[src/verilog/ddrtm_defs.vh]
// Constants for the DDR2 command timing monitor: register map, field
// positions, reset values and cycle counts derived from nanosecond times.
// Assumes a 250 MHz core clock that is also the memory input clock.
`ifndef DDRTM_DEFS_VH
`define DDRTM_DEFS_VH

// Register byte offsets
`define DDRTM_CTRL_OFS     8'h00
`define DDRTM_TIMING_OFS   8'h04
`define DDRTM_VIOL_OFS     8'h08
`define DDRTM_MODE_OFS     8'h0c

// Control register fields
`define DDRTM_CTRL_CHECK_BIT  0
`define DDRTM_CTRL_SPEED_BIT  1
`define DDRTM_CTRL_RESET      2'h1

// Timing register fields
`define DDRTM_TIM_RP_LSB   0
`define DDRTM_TIM_RAS_LSB  8
`define DDRTM_TIM_RTP_LSB  16

// Clock period and nanosecond times
`define DDRTM_CLK_PS       4000
`define DDRTM_TRP_NS       15
`define DDRTM_ACTIVATE_TO_PRECHARGE_MIN_NS      40
`define DDRTM_READ_TO_PRECHARGE_GAP_NS      8

// Cycle counts, rounded up from the nanosecond figures
`define DDRTM_RP_CYC   ((`DDRTM_TRP_NS * 1000 + `DDRTM_CLK_PS - 1) / `DDRTM_CLK_PS)
`define DDRTM_RAS_CYC  ((`DDRTM_ACTIVATE_TO_PRECHARGE_MIN_NS * 1000 + `DDRTM_CLK_PS - 1) / `DDRTM_CLK_PS)
`define DDRTM_RTP_CYC  ((`DDRTM_READ_TO_PRECHARGE_GAP_NS * 1000 + `DDRTM_CLK_PS - 1) / `DDRTM_CLK_PS)

// Fixed edge counts
`define DDRTM_MRS_GAP      6'd2
`define DDRTM_CKE_HOLD     6'd3
`define DDRTM_WTR_GAP      6'd2
`define DDRTM_XP_LOW       6'd2
`define DDRTM_XP_HIGH      6'd3
`define DDRTM_XARD_FAST    6'd2
`define DDRTM_XARDS_BASE   6'd8
`define DDRTM_ANPD_GAP     6'd3
`define DDRTM_AXPD_GAP     6'd8

// Mode register reset values and fields
`define DDRTM_BL_RESET     3'h2
`define DDRTM_CL_RESET     3'h4
`define DDRTM_AL_RESET     3'h0
`define DDRTM_WR_RESET     3'h3
`define DDRTM_BL8_CODE     3'h3
`define DDRTM_MR_SLOW_BIT     12
`define DDRTM_EMR_STROBE_BIT  10

// Violation flag positions
`define DDRTM_V_MRS    0
`define DDRTM_V_CKE    1
`define DDRTM_V_WTR    2
`define DDRTM_V_RTP    3
`define DDRTM_V_RAS    4
`define DDRTM_V_XP     5
`define DDRTM_V_XARD   6
`define DDRTM_V_ANPD   7
`define DDRTM_V_AXPD   8
`define DDRTM_V_DAL    9
`define DDRTM_V_BITS   10

`endif

[src/verilog/ddrtm_ahb_slave.v]
// AHB-Lite slave front end: captures the address phase, gives a write
// strobe in the data phase and one wait state on reads.
// Assumes a single master; hresp is always OKAY.
`timescale 1ns/1ns

module ddrtm_ahb_slave (
    input  wire        clk,
    input  wire        rst_n,
    input  wire        hsel,
    input  wire [31:0] haddr,
    input  wire [1:0]  htrans,
    input  wire        hwrite,
    input  wire        hready,
    input  wire [31:0] hwdata,
    output reg         hreadyout,
    output reg  [31:0] hrdata,
    output reg         hresp,
    output wire        wr_en,
    output wire [7:0]  reg_addr,
    output wire [31:0] wr_data,
    input  wire [31:0] rd_data
);

    reg       wr_pend_reg;
    reg       rd_pend_reg;
    reg [7:0] addr_reg;

    wire take = hsel & htrans[1] & hready;

    // Address phase capture and read wait state
    always @(posedge clk) begin
        if (!rst_n) begin
            wr_pend_reg <= 1'b0;
            rd_pend_reg <= 1'b0;
            addr_reg    <= 8'h00;
            hreadyout   <= 1'b1;
            hrdata      <= 32'h0000_0000;
            hresp       <= 1'b0;
        end else begin
            wr_pend_reg <= take & hwrite;
            rd_pend_reg <= take & ~hwrite;
            hresp       <= 1'b0;
            if (take) begin
                addr_reg <= haddr[7:0];
            end
            if (take & ~hwrite) begin
                hreadyout <= 1'b0;
            end else if (rd_pend_reg) begin
                hreadyout <= 1'b1;
                hrdata    <= rd_data;
            end
        end
    end

    assign wr_en    = wr_pend_reg;
    assign reg_addr = addr_reg;
    assign wr_data  = hwdata;

endmodule // ddrtm_ahb_slave

[src/verilog/ddrtm_gap_timer.v]
// Spacing counter: after a load, busy stays high until the loaded
// number of rising edges has passed since the loading command.
// Assumes load is a one-cycle strobe on the same clock.
`timescale 1ns/1ns

module ddrtm_gap_timer #(
    parameter W = 6
) (
    input  wire         clk,
    input  wire         rst_n,
    input  wire         load,
    input  wire [W-1:0] value,
    output wire         busy
);

    reg [W-1:0] cnt_reg;
    reg [W-1:0] cnt_next;

    always @* begin
        cnt_next = cnt_reg;
        if (load) begin
            cnt_next = value;
        end else if (cnt_reg != {W{1'b0}}) begin
            cnt_next = cnt_reg - {{(W-1){1'b0}}, 1'b1};
        end
    end

    always @(posedge clk) begin
        if (!rst_n) begin
            cnt_reg <= {W{1'b0}};
        end else begin
            cnt_reg <= cnt_next;
        end
    end

    // Command at load edge plus value is the first legal one
    assign busy = (cnt_reg > {{(W-1){1'b0}}, 1'b1});

endmodule // ddrtm_gap_timer

[src/verilog/ddrtm_monitor.v]
// DDR2 device-side command timing block: decodes commands, keeps mode
// register state, drives on-die termination and flags spacing faults.
// Assumes command pins come from controller logic on the same clock.
`timescale 1ns/1ns
`include "ddrtm_defs.vh"

module ddrtm_monitor #(
    parameter TW = 6
) (
    input  wire        clk,
    input  wire        rst_n,
    input  wire        hsel,
    input  wire [31:0] haddr,
    input  wire [1:0]  htrans,
    input  wire        hwrite,
    input  wire [2:0]  hsize,
    input  wire        hready,
    input  wire [31:0] hwdata,
    output wire        hreadyout,
    output wire [31:0] hrdata,
    output wire        hresp,
    input  wire        mem_cke,
    input  wire        mem_cs_n,
    input  wire        mem_ras_n,
    input  wire        mem_cas_n,
    input  wire        mem_we_n,
    input  wire [1:0]  mem_ba,
    input  wire [13:0] mem_addr,
    input  wire        mem_odt,
    output reg         term_en,
    output reg         viol_flag
);

    // Bus side
    wire        wr_en;
    wire [7:0]  reg_addr;
    wire [31:0] wr_data;
    reg  [31:0] rd_data;

    // Software registers
    reg  [1:0]  ctrl_reg;
    reg  [4:0]  rp_reg;
    reg  [4:0]  ras_reg;
    reg  [3:0]  rtp_reg;
    reg  [`DDRTM_V_BITS-1:0] viol_reg;
    reg  [`DDRTM_V_BITS-1:0] viol_next;
    reg  [`DDRTM_V_BITS-1:0] viol_set;
    wire [`DDRTM_V_BITS-1:0] viol_clr;

    // Mode register state
    reg  [2:0]  bl_reg;
    reg  [2:0]  cl_reg;
    reg  [2:0]  al_reg;
    reg  [2:0]  wr_reg;
    reg         slow_exit_reg;
    reg         strobe_se_reg;

    // Pin history
    reg         cke_prev_reg;
    reg         odt_prev_reg;
    reg  [3:0]  bank_open_reg;
    reg  [2:0]  odt_pipe_reg;

    // Timer controls
    wire [3:0]  ras_busy;
    wire        mrs_busy;
    wire        cke_busy;
    wire        wtr_busy;
    wire        rtp_busy;
    wire        xp_busy;
    wire        xard_busy;
    wire        anpd_busy;
    wire        axpd_busy;
    wire        dal_busy;

    wire check_en = ctrl_reg[`DDRTM_CTRL_CHECK_BIT];
    wire speed_hi = ctrl_reg[`DDRTM_CTRL_SPEED_BIT];

    // Reset cycle counts, cut to the width of their fields
    localparam [31:0] RP_CYC  = `DDRTM_RP_CYC;
    localparam [31:0] RAS_CYC = `DDRTM_RAS_CYC;
    localparam [31:0] RTP_CYC = `DDRTM_RTP_CYC;

    ddrtm_ahb_slave u_bus (
        .clk       (clk),
        .rst_n     (rst_n),
        .hsel      (hsel),
        .haddr     (haddr),
        .htrans    (htrans),
        .hwrite    (hwrite),
        .hready    (hready),
        .hwdata    (hwdata),
        .hreadyout (hreadyout),
        .hrdata    (hrdata),
        .hresp     (hresp),
        .wr_en     (wr_en),
        .reg_addr  (reg_addr),
        .wr_data   (wr_data),
        .rd_data   (rd_data)
    );

    // Command decode, valid only while clock enable stays high
    wire cmd_ok  = ~mem_cs_n & mem_cke & cke_prev_reg;
    wire [2:0] cmd = {mem_ras_n, mem_cas_n, mem_we_n};
    wire is_mrs  = cmd_ok & (cmd == 3'b000);
    wire is_pre  = cmd_ok & (cmd == 3'b010);
    wire is_act  = cmd_ok & (cmd == 3'b011);
    wire is_wr   = cmd_ok & (cmd == 3'b100);
    wire is_rd   = cmd_ok & (cmd == 3'b101);
    wire any_cmd = cmd_ok & (cmd != 3'b111);
    wire auto_pc = mem_addr[10];
    wire cke_chg = mem_cke ^ cke_prev_reg;
    wire cke_up  = mem_cke & ~cke_prev_reg;
    wire cke_dn  = ~mem_cke & cke_prev_reg;
    wire odt_chg = mem_odt ^ odt_prev_reg;

    // Latency arithmetic, all six bits wide
    wire [5:0] al6   = {3'b000, al_reg};
    wire [5:0] cl6   = {3'b000, cl_reg};
    wire [5:0] half6 = (bl_reg == `DDRTM_BL8_CODE) ? 6'd4 : 6'd2;
    wire [5:0] wr6   = {3'b000, wr_reg} + 6'd1;
    wire [5:0] rp6   = {1'b0, rp_reg};
    wire [5:0] rtp6  = {2'b00, rtp_reg};

    wire [5:0] rd_pre  = al6 + half6;
    wire [5:0] rtp_val = (rd_pre > rtp6) ? rd_pre : rtp6;
    wire [5:0] wtr_val = al6 + cl6 - 6'd1 + half6 + `DDRTM_WTR_GAP;
    wire [5:0] dal_val = al6 + cl6 - 6'd1 + half6 + wr6 + rp6;
    wire [5:0] xp_val  = speed_hi ? `DDRTM_XP_HIGH : `DDRTM_XP_LOW;
    wire [5:0] xards   = `DDRTM_XARDS_BASE - al6;
    wire [5:0] xrd_val = (bank_open_reg == 4'h0) ? 6'd0 :
                         (slow_exit_reg ? xards : `DDRTM_XARD_FAST);

    genvar gb;
    generate
        for (gb = 0; gb < 4; gb = gb + 1) begin : g_bank
            ddrtm_gap_timer #(.W(TW)) u_ras (
                .clk   (clk),
                .rst_n (rst_n),
                .load  (is_act & (mem_ba == gb)),
                .value ({1'b0, ras_reg}),
                .busy  (ras_busy[gb])
            );
        end
    endgenerate

    ddrtm_gap_timer #(.W(TW)) u_mrs (
        .clk (clk), .rst_n (rst_n), .load (is_mrs),
        .value (`DDRTM_MRS_GAP), .busy (mrs_busy)
    );

    ddrtm_gap_timer #(.W(TW)) u_cke (
        .clk (clk), .rst_n (rst_n), .load (cke_chg),
        .value (`DDRTM_CKE_HOLD), .busy (cke_busy)
    );

    ddrtm_gap_timer #(.W(TW)) u_wtr (
        .clk (clk), .rst_n (rst_n), .load (is_wr),
        .value (wtr_val), .busy (wtr_busy)
    );

    ddrtm_gap_timer #(.W(TW)) u_rtp (
        .clk (clk), .rst_n (rst_n), .load (is_rd),
        .value (rtp_val), .busy (rtp_busy)
    );

    ddrtm_gap_timer #(.W(TW)) u_xp (
        .clk (clk), .rst_n (rst_n), .load (cke_up),
        .value (xp_val), .busy (xp_busy)
    );

    ddrtm_gap_timer #(.W(TW)) u_xard (
        .clk (clk), .rst_n (rst_n), .load (cke_up),
        .value (xrd_val), .busy (xard_busy)
    );

    ddrtm_gap_timer #(.W(TW)) u_anpd (
        .clk (clk), .rst_n (rst_n), .load (odt_chg),
        .value (`DDRTM_ANPD_GAP), .busy (anpd_busy)
    );

    ddrtm_gap_timer #(.W(TW)) u_axpd (
        .clk (clk), .rst_n (rst_n), .load (cke_up),
        .value (`DDRTM_AXPD_GAP), .busy (axpd_busy)
    );

    ddrtm_gap_timer #(.W(TW)) u_dal (
        .clk (clk), .rst_n (rst_n), .load (is_wr & auto_pc),
        .value (dal_val), .busy (dal_busy)
    );

    // Spacing faults seen this cycle
    always @* begin
        viol_set = {`DDRTM_V_BITS{1'b0}};
        viol_set[`DDRTM_V_MRS]  = is_mrs & mrs_busy;
        viol_set[`DDRTM_V_CKE]  = cke_chg & cke_busy;
        viol_set[`DDRTM_V_WTR]  = is_rd & wtr_busy;
        viol_set[`DDRTM_V_RTP]  = is_pre & rtp_busy;
        viol_set[`DDRTM_V_RAS]  = is_pre & (auto_pc ? (|ras_busy) : ras_busy[mem_ba]);
        viol_set[`DDRTM_V_XP]   = any_cmd & xp_busy;
        viol_set[`DDRTM_V_XARD] = is_rd & xard_busy;
        viol_set[`DDRTM_V_ANPD] = cke_dn & anpd_busy;
        viol_set[`DDRTM_V_AXPD] = odt_chg & axpd_busy;
        viol_set[`DDRTM_V_DAL]  = is_act & dal_busy;
        if (!check_en) begin
            viol_set = {`DDRTM_V_BITS{1'b0}};
        end
    end

    // Write one to clear; a new fault in the same cycle wins
    assign viol_clr = (wr_en && reg_addr == `DDRTM_VIOL_OFS) ?
                      wr_data[`DDRTM_V_BITS-1:0] : {`DDRTM_V_BITS{1'b0}};

    always @* begin
        viol_next = (viol_reg & ~viol_clr) | viol_set;
    end

    // Software writes to control and timing
    always @(posedge clk) begin
        if (!rst_n) begin
            ctrl_reg  <= `DDRTM_CTRL_RESET;
            rp_reg    <= RP_CYC[4:0];
            ras_reg   <= RAS_CYC[4:0];
            rtp_reg   <= RTP_CYC[3:0];
            viol_reg  <= {`DDRTM_V_BITS{1'b0}};
            viol_flag <= 1'b0;
        end else begin
            viol_reg  <= viol_next;
            viol_flag <= |viol_next;
            if (wr_en && reg_addr == `DDRTM_CTRL_OFS) begin
                ctrl_reg <= wr_data[1:0];
            end
            if (wr_en && reg_addr == `DDRTM_TIMING_OFS) begin
                rp_reg  <= wr_data[`DDRTM_TIM_RP_LSB +: 5];
                ras_reg <= wr_data[`DDRTM_TIM_RAS_LSB +: 5];
                rtp_reg <= wr_data[`DDRTM_TIM_RTP_LSB +: 4];
            end
        end
    end

    // Mode register capture from mode set commands
    always @(posedge clk) begin
        if (!rst_n) begin
            bl_reg        <= `DDRTM_BL_RESET;
            cl_reg        <= `DDRTM_CL_RESET;
            al_reg        <= `DDRTM_AL_RESET;
            wr_reg        <= `DDRTM_WR_RESET;
            slow_exit_reg <= 1'b0;
            strobe_se_reg <= 1'b0;
        end else if (is_mrs && mem_ba == 2'b00) begin
            bl_reg        <= mem_addr[2:0];
            cl_reg        <= mem_addr[6:4];
            wr_reg        <= mem_addr[11:9];
            slow_exit_reg <= mem_addr[`DDRTM_MR_SLOW_BIT];
        end else if (is_mrs && mem_ba == 2'b01) begin
            al_reg        <= mem_addr[5:3];
            strobe_se_reg <= mem_addr[`DDRTM_EMR_STROBE_BIT];
        end
    end

    // Open bank tracking; no limit on strobe postamble
    always @(posedge clk) begin
        if (!rst_n) begin
            bank_open_reg <= 4'h0;
            cke_prev_reg  <= 1'b0;
            odt_prev_reg  <= 1'b0;
        end else begin
            cke_prev_reg <= mem_cke;
            odt_prev_reg <= mem_odt;
            if (is_act) begin
                bank_open_reg[mem_ba] <= 1'b1;
            end else if (is_pre && auto_pc) begin
                bank_open_reg <= 4'h0;
            end else if (is_pre || ((is_rd || is_wr) && auto_pc)) begin
                bank_open_reg[mem_ba] <= 1'b0;
            end
        end
    end

    // Termination control delay line
    always @(posedge clk) begin
        if (!rst_n) begin
            odt_pipe_reg <= 3'h0;
            term_en      <= 1'b0;
        end else begin
            odt_pipe_reg <= {odt_pipe_reg[1:0], mem_odt};
            // on two edges after high; off one edge later
            term_en <= odt_pipe_reg[1] | (odt_pipe_reg[2] & term_en);
        end
    end

    // Register read mux
    always @* begin
        rd_data = 32'h0000_0000;
        case (reg_addr)
            `DDRTM_CTRL_OFS: begin
                rd_data[1:0] = ctrl_reg;
            end
            `DDRTM_TIMING_OFS: begin
                rd_data[`DDRTM_TIM_RP_LSB +: 5]  = rp_reg;
                rd_data[`DDRTM_TIM_RAS_LSB +: 5] = ras_reg;
                rd_data[`DDRTM_TIM_RTP_LSB +: 4] = rtp_reg;
            end
            `DDRTM_VIOL_OFS: begin
                rd_data[`DDRTM_V_BITS-1:0] = viol_reg;
            end
            `DDRTM_MODE_OFS: begin
                rd_data[2:0]   = bl_reg;
                rd_data[6:4]   = cl_reg;
                rd_data[10:8]  = al_reg;
                rd_data[14:12] = wr_reg;
                rd_data[16]    = slow_exit_reg;
                rd_data[17]    = strobe_se_reg;
                rd_data[18]    = term_en;
                rd_data[19]    = cke_prev_reg;
                rd_data[23:20] = bank_open_reg;
            end
            default: begin
                rd_data = 32'h0000_0000;
            end
        endcase
    end

    // Size field unused: only whole-word transfers
    wire unused_ok = &hsize | 1'b1;

endmodule // ddrtm_monitor
[config.mk]
export PLATFORM = sky130hd
export DESIGN_NAME = ddrtm_monitor
export DESIGN_NICKNAME = d
export VERILOG_FILES = /design/src/verilog/ddrtm_ahb_slave.v /design/src/verilog/ddrtm_gap_timer.v /design/src/verilog/ddrtm_monitor.v
export VERILOG_INCLUDE_DIRS = /design/src /design/src/verilog
export SDC_FILE = /design/constraint.sdc
export NUM_CORES = 1
export LEC_CHECK = 0
export BUFFER_PORTS_ARGS = -buffer_cell sky130_fd_sc_hd__buf_2
export CORE_MARGIN = 2
export CORE_UTILIZATION = 40
export CTS_CLUSTER_SIZE = 20
export DETAILED_ROUTE_END_ITERATION = 6
export PLACE_DENSITY = 0.68
export SLEW_MARGIN = 0
export SYNTH_ARGS = -nofsm -noshare
export SYNTH_HDL_FRONTEND = slang
export SYNTH_HIERARCHICAL = 1
export SYNTH_SLANG_ARGS = --single-unit
[constraint.sdc]
create_clock -name clk -period 9.9 [get_ports clk]
set_clock_uncertainty 0.15 [all_clocks]
set_input_delay 2.97 -clock clk [delete_from_list [all_inputs] [get_ports clk]]
set_output_delay 2.97 -clock clk [all_outputs]
set_load 0.01 [all_outputs]
==> results of run 1 <==
area by class of cell:
cell class | instances | area [um2]
Antenna cell | 3 | 7.51
Clock buffer | 21 | 470
Clock inverter | 11 | 159
Fill cell | 2445 | 13600
Inverter | 95 | 357
Multi-Input combinational cell | 884 | 6040
Sequential cell | 171 | 3420
Tap cell | 330 | 413
Timing Repair Buffer | 90 | 472
path summary, 6_finish.rpt:
path,slack (ps),from,end
max,4880,mem_ras_n,u_dal/cnt_reg[4]$_SDFFE_PN0P_
min reg2reg,310,u_bus/hrdata[15]$_SDFFE_PN0P_,u_bus/hrdata[15]$_SDFFE_PN0P_
min,310,u_bus/hrdata[15]$_SDFFE_PN0P_,u_bus/hrdata[15]$_SDFFE_PN0P_
max reg2reg,5650,al_reg[1]$_SDFFE_PN0P_,u_dal/cnt_reg[5]$_SDFFE_PN0P_
critical path, stage by stage:
cell	delay, ps
buf_2	120
nor2b_1	270
nor3b_1	830
and2_1	410
inv_1	200
o211a_1	170
a32o_1	210
where the power goes:
group          switching [mW]  total (mW)  internal (mW)  leakage (nW)
logic                   0.450       0.790          0.340          3.02
registers               0.111       0.912          0.801          1.40
clock network           0.293       0.715          0.422         0.298
placed cells by master, fill, tap and decap left out, types with 6 or more instances in the layout:
cell and instances:
fa_1 6, clkbuf_16 17, nand3_1 80, a32o_1 27
ha_1 63, or4_1 27, o211ai_1 29, a21oi_1 51
o31ai_1 13, nor2_1 57, buf_4 6, dfxtp_1 171
a21boi_0 21, o21bai_1 14, inv_1 94, mux2_2 8
mux2i_1 45, nor2b_1 12, o21ai_0 33, o2111ai_1 17
xnor2_1 7, o41a_1 15, nor3b_1 16, conb_1 47
o211a_1 13, and2_1 6, buf_2 83, and3_1 7
nand2_1 163, xor2_1 30, o311ai_0 26
metal layers:
metal | GRT usage (%) | up-vias
met4 | 8.09 | 0
met5 | 0 | -
met3 | 3.49 | 36
met2 | 31.8 | 256
met1 | 25.4 | 4151
li1 | - | 4351
==> results_dict.tcl, run 1 <==
set metrics [dict create \
    place_area_mm2 0.0107 \
    numCtsBuffers 17 \
    wirelength_um 25800 \
    syn_area_mm2 0.0101 \
    p_leak_nw 4.71 \
    setup_ws_ps 4880 \
    clkLatencyLatePin_ps 430 \
    worst_ep_required_time_ps 10080 \
    core_area_mm2 0.0250 \
    grt_usage_pct 19.5 \
    timing.fmax_mhz 199 \
    ioPinCount 132 \
    syn2layout_area_growth_pct 12.8 \
    grt_pass1_wl_um 41000 \
    firstDrtPassIters 5 \
    hold_buffers 0 \
    port_buffers 84 \
    whs_ps 306 \
    hpwl_um 18800 \
    slew_headroom_pct 29.7 \
    largest_reg_flops 32 \
    vias_per_cell 5.48 \
    dieArea_mm2 0.0264 \
    overflow 0 \
    ir_drop_uv 112 \
    place_ws_ps 4480 \
    drc 0 \
    met1_length_um 11600 \
    rsz0062_at_grt "no" \
    tns_ps 0 \
    synth_cells 1179 \
    initial_core_util_pct 40.3 \
    synth_area_per_cell_um2 8.53 \
    critPathMaxFanout 8 \
    finalNonFillerCells 1605 \
    antenna_left 0 \
    cts.clk_slew.worst_paths_ps 70 \
    hold_viol_final 0 \
    drive_gt1_share_pct 11.1 \
    wl_met2_um 12200 \
    antenna_found_initial 3 \
    cap_violations 0 \
    slew_violations 0 \
    setup_viol 0 \
    total_power_mw 2.42 \
    clock-sinks 171 \
    clockBufferDepth 2 \
    fin_util_pct 45.4 \
    worstSetupPathType "input port to flip-flop" \
    arrival_ps 5190 \
    rr_worst_depth 16 \
    h-tree-depth 4 \
    min_path_type "flip-flop to flip-flop" \
    status "finished, final reports clean" \
    grt_max_degree 93 \
    die_w_um 163 \
    cts_setup_buffers 0 \
    highest-signal-layer "met4" \
    stdcell_area_mm2 0.0113 \
    nets 1424 \
    post_cts_resized 0 \
    met3_length_um 1320 \
    die-height_um 163 \
    root_buffer "clkbuf_16" \
    fp-row-count 58 \
    dp_cells 1570 \
    timing.final.crit_share_pct 50.7 \
    worst_pin_slew_ps 1050 \
    holdPathStages 2 \
    dr_total_vias 8794 \
    wl_per_cell_um 16.1 \
    synth_warnings 6 \
    drt_iter0_drc 831 \
    cts_tree "yes" \
    endpoint_kind "flip-flop" \
    power.density_mw_per_mm2 213 \
    grt_pass1_vias 8054 \
    critPathLaunchType "input port" \
    place_congestion 0.893 \
    fin_crit_ps 5020 \
]
Power figures use the tool's default switching activity.
==> run 2: changes to the inputs <==
--- a/config.mk
+++ b/config.mk
@@ -11,7 +11,7 @@
 export CORE_UTILIZATION = 40
 export CTS_CLUSTER_SIZE = 20
 export DETAILED_ROUTE_END_ITERATION = 6
-export PLACE_DENSITY = 0.68
+export PLACE_DENSITY = 0.7
 export SLEW_MARGIN = 0
 export SYNTH_ARGS = -nofsm -noshare
 export SYNTH_HDL_FRONTEND = slang
==> constraint.sdc (replaced) <==
create_clock -name clk -period 4.2 [get_ports clk]
set_clock_uncertainty 0.15 [all_clocks]
set_input_delay 1.26 -clock clk [delete_from_list [all_inputs] [get_ports clk]]
set_output_delay 1.26 -clock clk [all_outputs]
set_load 0.01 [all_outputs]
==> run 2 against run 1 <==
Against the previous run: first-iteration DRC count is 1.3% lower; worst setup slack got worse by 4600 ps; total power increased by 130%; sequential cell count unchanged; utilization increased by 0.18 points; register-to-register slack got worse by 5400 ps; design area is 0.39% higher; sequential share of layout area down 0.12 points; largest power group unchanged.
==> results_dict.tcl, run 2 (same netlist as run 1, synthesis figures left out) <==
set metrics [dict create \
    grt_pass1_vias 8041 \
    busiest_layer "met2" \
    die_w_um 163 \
    drc 0 \
    endpoint_kind "flip-flop" \
    cp_common_cell "ha_1" \
    grt_pass1_wl_um 40900 \
    die-height_um 163 \
    nets 1431 \
    worst_pin_slew_ps 1040 \
    tns_ps 0 \
    critPathMaxFanout 5 \
    slew_headroom_pct 30.4 \
    arrival_ps 4170 \
    worst_ep_required_time_ps 4410 \
    timing.final.crit_share_pct 94.2 \
    numCtsBuffers 17 \
    cts.clk_slew.worst_paths_ps 70 \
    worstSetupPathType "flip-flop to flip-flop" \
    fin_crit_ps 3960 \
    path_delay_family "adder cells" \
    antenna_found_initial 4 \
    seqPwrFrac_pct 38.3 \
    use_met3_pct 3.57 \
    fp-row-count 58 \
    hold_viol_final 0 \
    p_leak_nw 4.75 \
    largest_reg_flops 32 \
    cp.depth 16 \
    r2r-end "u_dal/cnt_reg[5]$_SDFFE_PN0P_" \
    timing.fmax_mhz 253 \
    ir_drop_uv 255 \
    switching_power_mw 2.04 \
    status "finished, final reports clean" \
    comb_power_share_pct 33.1 \
    critPathSlowestCell "fa_1" \
    clkLatencyLatePin_ps 440 \
    grt_usage_pct 19.4 \
    rr_worst_depth 16 \
    min_path_type "flip-flop to flip-flop" \
    cts_tree "yes" \
    final_common_cell "dfxtp_1" \
    wl_per_cell_um 16.0 \
    drive_gt1_share_pct 11.8 \
    critPathBufInv 3 \
    setup_viol 0 \
    slew_violations 0 \
    power.density_mw_per_mm2 493 \
    core_area_mm2 0.0250 \
    drt_iter0_drc 820 \
    power_frac_clock_pct 28.7 \
    use_met2_pct 31.2 \
    clock-sinks 171 \
    fin_util_pct 45.6 \
    holdPathStages 2 \
    antenna_left 0 \
    critPathLaunchType "flip-flop" \
    place_congestion 0.871 \
    p_sw_share_pct 36.2 \
    wirelength_um 25900 \
    min-delay-start "u_bus/hrdata[9]$_SDFFE_PN0P_" \
    firstDrtPassIters 5 \
    root_buffer "clkbuf_16" \
    rsz0062_at_grt "no" \
    initial_core_util_pct 40.3 \
    clockBufferDepth 2 \
    dieArea_mm2 0.0264 \
    globalRouteMet1Util_pct 25.3 \
    ioPinCount 132 \
    vias_per_cell 5.50 \
    r2r_setup_slack_ps 240 \
    overflow 0 \
    hold_end "u_bus/hrdata[9]$_SDFFE_PN0P_" \
    layout_common_cells "dfxtp_1 (171), nand2_1 (163), inv_1 (94)" \
    cap_violations 0 \
    hpwl_um 18900 \
    h-tree-depth 4 \
    path_cells "inv_1 -> ha_1 -> inv_1 -> ha_1 -> fa_1 -> fa_1 -> xnor2_2 -> xnor2_2 -> ha_1 -> ha_1 -> inv_1 -> o21bai_1 -> a21oi_1 -> xnor2_1 -> o21ai_0 -> a21oi_1" \
    total_power_mw 5.62 \
    port_buffers 84 \
    r2r-start "al_reg[1]$_SDFFE_PN0P_" \
    cp_slowest_stage_delay_ps 500 \
    internal_power_mw 3.58 \
    dr_total_vias 8867 \
    grt_max_degree 97 \
    syn2layout_area_growth_pct 13.2 \
]
-- run 2: final cells by class --
cell class	instances	area, um2
sequential	171	3420
inverter	95	357
multi-input combinational	884	6060
tap	330	413
clock buffer	18	429
timing repair buffer	97	537
clock inverter	14	158
antenna	4	10.0
fill	2473	13600
-- run 2: worst reg2reg max path: cells and delay by family, from the launching register on --
kind / cells / cell delay, ps
compound gates: 4 / 470
xor+xnor: 3 / 550
fa+ha+maj: 6 / 2110
buf+inv: 3 / 200
flops: 1 / 410
-- run 2: worst max path at each step --
stage                                 from                            end  slack (ps)
floorplan           al_reg[1]$_SDFFE_PN0P_  u_dal/cnt_reg[5]$_SDFFE_PN0P_         460
global placement    al_reg[1]$_SDFFE_PN0P_  u_dal/cnt_reg[5]$_SDFFE_PN0P_         230
detailed placement  al_reg[1]$_SDFFE_PN0P_  u_dal/cnt_reg[5]$_SDFFE_PN0P_         160
CTS                 al_reg[1]$_SDFFE_PN0P_  u_dal/cnt_reg[5]$_SDFFE_PN0P_         130
global route        al_reg[1]$_SDFFE_PN0P_  u_dal/cnt_reg[5]$_SDFFE_PN0P_          40
finish              al_reg[1]$_SDFFE_PN0P_  u_dal/cnt_reg[5]$_SDFFE_PN0P_         240
-- run 2: power groups by stage --
stage / logic (mW) / clock network (mW) / registers [mW]
final: 1.86 / 1.61 / 2.15
after global routing: 2.08 / 1.71 / 2.18
after CTS: 1.84 / 1.65 / 2.14
after detailed placement: 1.82 / 0 / 2.18
after global placement: 1.77 / 0 / 2.17
after floorplan: 1.52 / 0 / 2.11
-- run 2: per-stage QoR --
stage / instances / area (um2) / worst slack [ps] / hold slack [ps]
floorplan: 1223 / 10200 / 461 / 279
global placement: 1577 / 10800 / 234 / 289
detailed placement: 1577 / 10800 / 163 / 295
CTS: 1609 / 11400 / 127 / 308
global route: 1612 / 11400 / 35.3 / 319
finish: 1613 / 11400 / 243 / 304
-- run 2: routing by layer --
layer | up-vias | wire [um]
met5 | - | 0
met4 | 0 | 913
met3 | 50 | 1420
met2 | 250 | 11900
met1 | 4201 | 11600
li1 | 4366 | -
-- run 2: timing repair --
| action | 4_1_cts | 5_1_grt |
|---|---|---|
| hold buffers | 0 | 0 |
| gates resized for setup | 0 | 3 |
| setup buffers | 0 | 0 |
| setup endpoints to repair | 0 | 1 |
